`src/core/port_pkg.sv`:
```
// Purpose: shared constants for the general-purpose port block
// Assumes: one port of up to eight pins, byte-wide register port
// Notes:   offsets are word indexes on the plain register port
`default_nettype none
package port_pkg;
  localparam int unsigned PIN_COUNT   = 8;
  localparam int unsigned ADDR_W      = 4;
  localparam int unsigned DATA_W      = 8;
  // register offsets
  localparam logic [3:0]  OFS_PIN_IN  = 4'h0;
  localparam logic [3:0]  OFS_DIR     = 4'h1;
  localparam logic [3:0]  OFS_OUT     = 4'h2;
  localparam logic [3:0]  OFS_MCU_CTL = 4'h3;
  localparam logic [3:0]  OFS_STATUS  = 4'h4;
  // mcu_control field positions
  localparam int unsigned BIT_VEC_CHG_EN = 0;
  localparam int unsigned BIT_VEC_SEL    = 1;
  localparam int unsigned BIT_PULLUP_DIS = 4;
  localparam int unsigned BIT_DBG_OFF    = 7;
  localparam logic [7:0]  MCU_CTL_WMASK = 8'h93;
  // reset values
  localparam logic [7:0]  RST_MCU_CTL = 8'h00;
  localparam logic [7:0]  RST_DIR     = 8'h00;
  localparam logic [7:0]  RST_OUT     = 8'h00;
  localparam logic [7:0]  RST_DATA    = 8'h00;
  // pull-up enable pattern {dir_bit, out_bit, pullup_disable_all}
  localparam logic [2:0]  PU_ON_CODE  = 3'b010;
  typedef enum logic [1:0] {
    MODE_ACTIVE,
    MODE_IDLE,
    MODE_CLAMP
  } sleep_mode_e;
endpackage
`default_nettype wire

```
`src/core/pin_sync.sv`:
```
// Purpose: two-stage input synchroniser for the pin levels
// Assumes: latch transparent while clock high modelled as a negedge stage
// Notes:   the first stage is read only by the second
`default_nettype none
module pin_sync #(
  parameter int unsigned WIDTH = 8
) (
  // clock and reset
  input  wire logic             ref_clk,
  input  wire logic             srst,
  // data
  input  wire logic [WIDTH-1:0] d,
  output logic      [WIDTH-1:0] q
);
  logic [WIDTH-1:0] stage1_r;

  // capture at falling edge: half-cycle latch stage
  always_ff @(negedge ref_clk) begin
    stage1_r <= d;
  end

  always_ff @(posedge ref_clk) begin
    if (srst) begin
      q <= '0;
    end else begin
      q <= stage1_r;
    end
  end
endmodule
`default_nettype wire

```
`src/core/pin_cell.sv`:
```
// Purpose: per-pin combinational override and drive logic
// Assumes: override signals come from the owning peripheral
// Notes:   pure combinational, one instance per pin
`default_nettype none
module pin_cell (
  // register state
  input  wire logic dir_bit,
  input  wire logic out_bit,
  input  wire logic pullup_disable_all,
  input  wire logic in_reset,
  input  wire logic sleep_clamp,
  input  wire logic ext_irq_en,
  // overrides
  input  wire logic pullup_override_en,
  input  wire logic pullup_override_val,
  input  wire logic dir_override_en,
  input  wire logic dir_override_val,
  input  wire logic value_override_en,
  input  wire logic value_override_val,
  input  wire logic input_en_override_en,
  input  wire logic input_en_override_val,
  // pad side
  input  wire logic pad_in,
  output logic      pad_out,
  output logic      pad_oe,
  output logic      pad_pullup,
  output logic      schmitt_out
);
  logic drv_en;
  logic pu_en;
  logic in_en;

  always_comb begin
    // driver enable
    drv_en = dir_override_en ? dir_override_val : dir_bit;
    // pull-up
    pu_en  = pullup_override_en ? pullup_override_val
           : ({dir_bit, out_bit, pullup_disable_all} == port_pkg::PU_ON_CODE);
    // input enable: an armed interrupt keeps the pin awake
    in_en  = input_en_override_en ? input_en_override_val : (!sleep_clamp || ext_irq_en);
  end

  // reset forces tri-state and drops the pull-up
  assign pad_oe      = drv_en && !in_reset;
  assign pad_pullup  = pu_en && !in_reset;
  assign pad_out     = value_override_en ? value_override_val : out_bit;
  // clamp to ground ahead of the trigger; release makes an edge
  assign schmitt_out = pad_in && in_en;
endmodule
`default_nettype wire

```
`src/core/port_pin_override_logic.sv`:
```
// Purpose: one general-purpose port with alternate-function overrides
// Assumes: single clock ref_clk, synchronous active-high srst
// Notes:   pad drive is combinational from reset so pins float at once
`default_nettype none
// Overview of operation
// - clamp inputs to ground in deep sleep
// - armed external interrupt overrides the clamp
// - clamp release may set interrupt flag
// - pull-ups off while reset is active
// - pull-up from override or 010 pattern
// - pull-up override value wins over registers
// - driver enable from override or dir_bit
// - direction override value ignores dir_bit
// - driven level from override or out_bit
// - value override ignores stored out_bit
// - toggle override inverts stored out_bit
// - input enable from override or sleep state
// - input enable override ignores sleep state
// - alt input taken before the synchroniser
// - global pull-up disable bit in control
// - strobes per port, clamp shared globally
// - peripherals generate overrides for their pins
// - dir_bit one output, zero input
// - writing one to pin input toggles out_bit
// - pins tri-stated whenever reset is active
// - latch then flip-flop input synchroniser
module port_pin_override_logic
  import port_pkg::*;
#(
  parameter int unsigned PINS = port_pkg::PIN_COUNT
) (
  // clock and reset
  input  wire logic                        ref_clk,
  input  wire logic                        srst,
  // register port
  input  wire logic [port_pkg::ADDR_W-1:0] reg_addr,
  input  wire logic [port_pkg::DATA_W-1:0] reg_wdata,
  input  wire logic                        port_write_strobe,
  input  wire logic                        port_read_strobe,
  output logic      [port_pkg::DATA_W-1:0] reg_rdata,
  // sleep controller and interrupt enables
  input  wire port_pkg::sleep_mode_e       sleep_mode,
  input  wire logic [PINS-1:0]             ext_irq_en,
  // alternate-function overrides, zero where absent
  input  wire logic [PINS-1:0]             pullup_override_en,
  input  wire logic [PINS-1:0]             pullup_override_val,
  input  wire logic [PINS-1:0]             dir_override_en,
  input  wire logic [PINS-1:0]             dir_override_val,
  input  wire logic [PINS-1:0]             value_override_en,
  input  wire logic [PINS-1:0]             value_override_val,
  input  wire logic [PINS-1:0]             toggle_override_en,
  input  wire logic [PINS-1:0]             input_en_override_en,
  input  wire logic [PINS-1:0]             input_en_override_val,
  output logic      [PINS-1:0]             alt_digital_in,
  // pads
  input  wire logic [PINS-1:0]             pad_in,
  output logic      [PINS-1:0]             pad_out,
  output logic      [PINS-1:0]             pad_oe,
  output logic      [PINS-1:0]             pad_pullup,
  // global control seen by the rest of the chip
  output logic                             pullup_disable_all,
  output logic                             sleep_clamp
);
  import port_pkg::*;

  logic [PINS-1:0] dir_r;
  logic [PINS-1:0] out_r;
  logic [PINS-1:0] out_nxt;
  logic [7:0]      mcu_ctl_r;
  logic [PINS-1:0] pin_in_bit;
  logic [PINS-1:0] schmitt;
  logic            wr_dir;
  logic            wr_out;
  logic            wr_pin;
  logic            wr_ctl;

  // decode shared by every pin of the port
  assign wr_dir = port_write_strobe && (reg_addr == OFS_DIR);
  assign wr_out = port_write_strobe && (reg_addr == OFS_OUT);
  assign wr_pin = port_write_strobe && (reg_addr == OFS_PIN_IN);
  assign wr_ctl = port_write_strobe && (reg_addr == OFS_MCU_CTL);

  // one clamp and one pull-up disable for all ports
  assign sleep_clamp        = (sleep_mode == MODE_CLAMP);
  assign pullup_disable_all = mcu_ctl_r[BIT_PULLUP_DIS];

  always_ff @(posedge ref_clk) begin
    if (srst) begin
      dir_r <= RST_DIR[PINS-1:0];
    end else if (wr_dir) begin
      dir_r <= reg_wdata[PINS-1:0];
    end
  end

  always_comb begin
    out_nxt = out_r;
    if (wr_out) begin
      out_nxt = reg_wdata[PINS-1:0];
    end
    // a register write and a toggle in the same cycle: toggle applies on top
    if (wr_pin) begin
      out_nxt = out_nxt ^ reg_wdata[PINS-1:0];
    end
    out_nxt = out_nxt ^ toggle_override_en;
  end

  always_ff @(posedge ref_clk) begin
    if (srst) begin
      out_r <= RST_OUT[PINS-1:0];
    end else begin
      out_r <= out_nxt;
    end
  end

  // read-only bits stay zero whatever is written
  always_ff @(posedge ref_clk) begin
    if (srst) begin
      mcu_ctl_r <= RST_MCU_CTL;
    end else if (wr_ctl) begin
      mcu_ctl_r <= reg_wdata & MCU_CTL_WMASK;
    end
  end

  // readback lags the pad by the synchroniser; software allows one idle cycle
  always_ff @(posedge ref_clk) begin
    if (srst) begin
      reg_rdata <= RST_DATA;
    end else if (port_read_strobe) begin
      case (reg_addr)
        OFS_PIN_IN:  reg_rdata <= DATA_W'(pin_in_bit);
        OFS_DIR:     reg_rdata <= DATA_W'(dir_r);
        OFS_OUT:     reg_rdata <= DATA_W'(out_r);
        OFS_MCU_CTL: reg_rdata <= mcu_ctl_r;
        OFS_STATUS:  reg_rdata <= DATA_W'(pad_oe);
        default:     reg_rdata <= RST_DATA;
      endcase
    end else begin
      reg_rdata <= RST_DATA;
    end
  end

  // overrides come from the peripherals owning each pin
  genvar i;
  generate
    for (i = 0; i < PINS; i++) begin : g_pin
      pin_cell u_cell (
        .dir_bit               (dir_r[i]),
        .out_bit               (out_r[i]),
        .pullup_disable_all    (pullup_disable_all),
        .in_reset              (srst),
        .sleep_clamp           (sleep_clamp),
        .ext_irq_en            (ext_irq_en[i]),
        .pullup_override_en    (pullup_override_en[i]),
        .pullup_override_val   (pullup_override_val[i]),
        .dir_override_en       (dir_override_en[i]),
        .dir_override_val      (dir_override_val[i]),
        .value_override_en     (value_override_en[i]),
        .value_override_val    (value_override_val[i]),
        .input_en_override_en  (input_en_override_en[i]),
        .input_en_override_val (input_en_override_val[i]),
        .pad_in                (pad_in[i]),
        .pad_out               (pad_out[i]),
        .pad_oe                (pad_oe[i]),
        .pad_pullup            (pad_pullup[i]),
        .schmitt_out           (schmitt[i])
      );
    end
  endgenerate

  // unsynchronised; consumers synchronise unless used as a clock
  assign alt_digital_in = schmitt;

  pin_sync #(
    .WIDTH (PINS)
  ) u_sync (
    .ref_clk (ref_clk),
    .srst    (srst),
    .d       (schmitt),
    .q       (pin_in_bit)
  );
endmodule
`default_nettype wire

```
`config.mk`:
```
export PLATFORM = sky130hd
export DESIGN_NAME = port_pin_override_logic
export DESIGN_NICKNAME = d
export VERILOG_FILES = /design/src/core/port_pkg.sv /design/src/core/pin_sync.sv /design/src/core/pin_cell.sv /design/src/core/port_pin_override_logic.sv
export SDC_FILE = /design/constraint.sdc
export NUM_CORES = 1
export LEC_CHECK = 0
export BUFFER_PORTS_ARGS = -buffer_cell sky130_fd_sc_hd__buf_2
export CAP_MARGIN = 20
export CORE_ASPECT_RATIO = 0.6
export CORE_MARGIN = 1.5
export CORE_UTILIZATION = 46
export DETAILED_ROUTE_END_ITERATION = 6
export GPL_ROUTABILITY_DRIVEN = 0
export PLACE_DENSITY_LB_ADDON = 0.1
export SKIP_CTS_REPAIR_TIMING = 1
export SYNTH_ARGS = -nofsm -noshare
export SYNTH_HDL_FRONTEND = slang
export SYNTH_SLANG_ARGS = --single-unit
```
`constraint.sdc`:
```
create_clock -name ref_clk -period 1.85 [get_ports ref_clk]
set_clock_uncertainty 0.2 [all_clocks]
set_input_delay 0 -clock ref_clk [delete_from_list [all_inputs] [get_ports ref_clk]]
set_output_delay 0 -clock ref_clk [all_outputs]
set_load 0.05 [all_outputs]
```
==> flow_metrics.env <==
export IMPL_cp_arrival_ps=1550
export IMPL_finalPower_uw=2348
export IMPL_clock_fmax_ghz=0.5702
export IMPL_worstHoldPathType="primary input to flip-flop"
export IMPL_synth_common_cells="dfxtp_1, buf_4, mux2i_1, nand2_1, inv_1"
export IMPL_async_reset_ff_share_pct=0
export IMPL_cts_tree="done"
export IMPL_yosysTopAreaCell="dfxtp_1"
export IMPL_clkPwrFrac_pct=28.1
export IMPL_ys_top_cells_by_area="dfxtp_1, mux2i_1, buf_4"
export IMPL_ant_nets=0
export IMPL_powerDensity_nw_per_um2=615.4
export IMPL_cp_required_ps=1650
export IMPL_cap_violations=0
export IMPL_grt_pass1_vias=2727
export IMPL_clock_path_buffers=2
export IMPL_synth_area_um2=2922
export IMPL_p_int_uw=1545
export IMPL_ios=148
export IMPL_relSlewSlack_pct=62.29
export IMPL_finalCritPeriodShare_pct=94.80
export IMPL_cts_num_sinks=44
export IMPL_synth_avg_cell_area_um2=8.207
export IMPL_cp_common_cell="buf_2"
export IMPL_yosysWarnings=0
export IMPL_worstMarginPinSlew_ps=565.0
export IMPL_layout_cells_non_filler=576
export IMPL_gr_total_overflow=0
export IMPL_hold_viol_final=0
export IMPL_synth_nets=462
export IMPL_swShare_pct=34.22
export IMPL_antenna_found_initial=0
export IMPL_startpoint_type="primary input"
export IMPL_placed_cell_area_um2=3506
export IMPL_crit_buf_inv=4
export IMPL_final_net_count=597
export IMPL_cp_end_kind="output port"
export IMPL_syn_inst=356
export IMPL_drt_wl_total_mm=7.850
export IMPL_rows=22
export IMPL_cp_cell_sequence="dlygate4sd3_1 -> buf_2 -> buf_4 -> nor2_1 -> buf_2"
export IMPL_path_class="primary input to output port"
export IMPL_areaGrowthSynthToFinish_pct=30.62
export IMPL_clk_pin_slew_ps=80
export IMPL_clkLatencyLatePin_ps=360
export IMPL_nFillCells=562
export IMPL_slowest_stage="dlygate4sd3_1"
export IMPL_port_buffer_count=147
export IMPL_drt_iter0_drc=127
export IMPL_layout_setup_ws_ps=96.13
export IMPL_avgViaCountPerCell=5.231
export IMPL_crit_family="buffers and inverters"
export IMPL_ys_flop_type="dfxtp_1"
export IMPL_vias=3013
export IMPL_rsz0062_at_grt="false"
export IMPL_track_usage_pct=22.47
export IMPL_cts_buffers=5
export IMPL_min_period_ps=1754
export IMPL_diodes=0
export IMPL_synth_edf_count=0
export IMPL_grt_max_degree=33
export IMPL_p_comb_share_pct=28.2
export IMPL_p_switching_uw=803.6
export IMPL_synth_cell_types=33
export IMPL_yosysTopAreaCellShare_pct=30.15
export IMPL_die_h_um=64.73
export IMPL_hpwl_mm=5.889
export IMPL_synth_most_common_cell="dfxtp_1"
export IMPL_grt_pass1_wl_mm=12.48
export IMPL_wl_per_cell_um=13.63
export IMPL_start_util_pct=47.81
export IMPL_h_tree_depth=2
export IMPL_drt_pass1_iterations=4
export IMPL_dp_slack_ps=-200.8
export IMPL_ir_drop_mv=0.3090
export IMPL_die_area_um2=6854
export IMPL_seqPwrFrac_pct=43.7
export IMPL_cts_root_buffer="clkbuf_8"
export IMPL_slew_violations=0
export IMPL_synth_seq_area_share_pct=30.15
export IMPL_crit_fanout=24
export IMPL_drive_gt1_share_pct=35.98
export IMPL_status="complete, no violations"
export IMPL_finalSetupViolations=0
export IMPL_yosys_register_bits=44
export IMPL_final_area_um2=3816
export IMPL_dpl_cell_count=542
export IMPL_die_w_um=105.9
export IMPL_cpPeakStageDelay_ps=520
export IMPL_leakage_uw=0.001829
export IMPL_core_area_um2=6111
export IMPL_drc=0
==> cell families after synthesis <==
kind of cell           after synthesis  synth area share, %
and+or+nand+nor                    136                26.21
buffers and inverters               79                14.52
AOI/OAI and AO/OA                   65                18.07
DFF                                 44                30.15
muxes                               32                11.05
==> sequential cells by signal (all words and copies together) (netlist names) <==
signal / cells
u_sync.stage1_r: 8
out_r: 8
mcu_ctl_r: 4
dir_r: 8
u_sync.q: 8
reg_rdata: 8
==> tightest hold or removal path: cells and delay by family <==
family / cells / cell delay (ps)
simple gates: 1 / 180
compound gates: 1 / 140
buf+inv: 1 / 80
mux: 1 / 80
==> power by group through the flow <==
| stage | Clock [µW] | Sequential [µW] | Combinational [µW] |
|---|---|---|---|
| after floorplan | 30.0 | 1030 | 468 |
| after detailed placement | 30.0 | 1050 | 627 |
| final | 660 | 1030 | 662 |
| after global placement | 30.0 | 1050 | 615 |
| after global routing | 745 | 1030 | 721 |
| after CTS | 679 | 1030 | 629 |
==> final cells by class <==
type	count	area, µm²	area share [%]
clock buffer	6	72.57	1.902
clock inverter	10	43.79	1.148
inverter	26	97.59	2.557
multi-input combinational	233	1637	42.89
sequential	44	882.1	23.11
tap	84	105.1	2.754
timing repair buffer	173	978.4	25.64
==> metal layers <==
layer,GRT usage (%),share of wire [%],up-vias
met1,28.48,46,1392
met4,5.068,1.0,0
met3,4.024,5.9,11
met5,0,0,-
li1,-,-,1505
met2,40.02,47,105
==> worst paths after layout <==
kind / start / end / slack (ps) / cells after the start
max reg2reg: u_sync.stage1_r[3] / u_sync.q[3] / 150 / 1
min: dir_override_en[4] / reg_rdata[4] / 7 / 4
min reg2reg: mcu_ctl_r[1] / mcu_ctl_r[1] / 270 / 2
max: srst / pad_pullup[4] / 100 / 5
==> metrics by stage <==
step / setup TNS, ps / hold WS [ps] / util (%)
after floorplan: 0 / -57.90 / -
after global placement: -1228 / 99.10 / 57.37
after detailed placement: -1513 / 104.0 / 57.37
after CTS: -8.825 / -214.6 / 59.21
after global routing: 0 / 4.183 / 62.45
final: 0 / 6.558 / 62.45
==> cell usage in the layout (no fill, tap or decap), types with 2 or more instances in the layout <==
master,instances
buf_2,147
dfxtp_1,43
inv_1,34
mux2i_1,30
nand2_1,30
nor2_1,26
nor2b_1,24
dlygate4sd3_1,19
a2111o_1,16
a21oi_1,15
nand2b_1,9
o21ai_0,9
nand4_1,9
nor4b_1,8
o311a_1,8
or2_2,8
o2111ai_1,8
nand4b_1,8
buf_4,7
or3_1,6
clkbuf_8,5
o22a_1,3
mux2_2,2
nor3_1,2
a22oi_1,2
o32a_1,2
(Power assumes the default switching activity.)
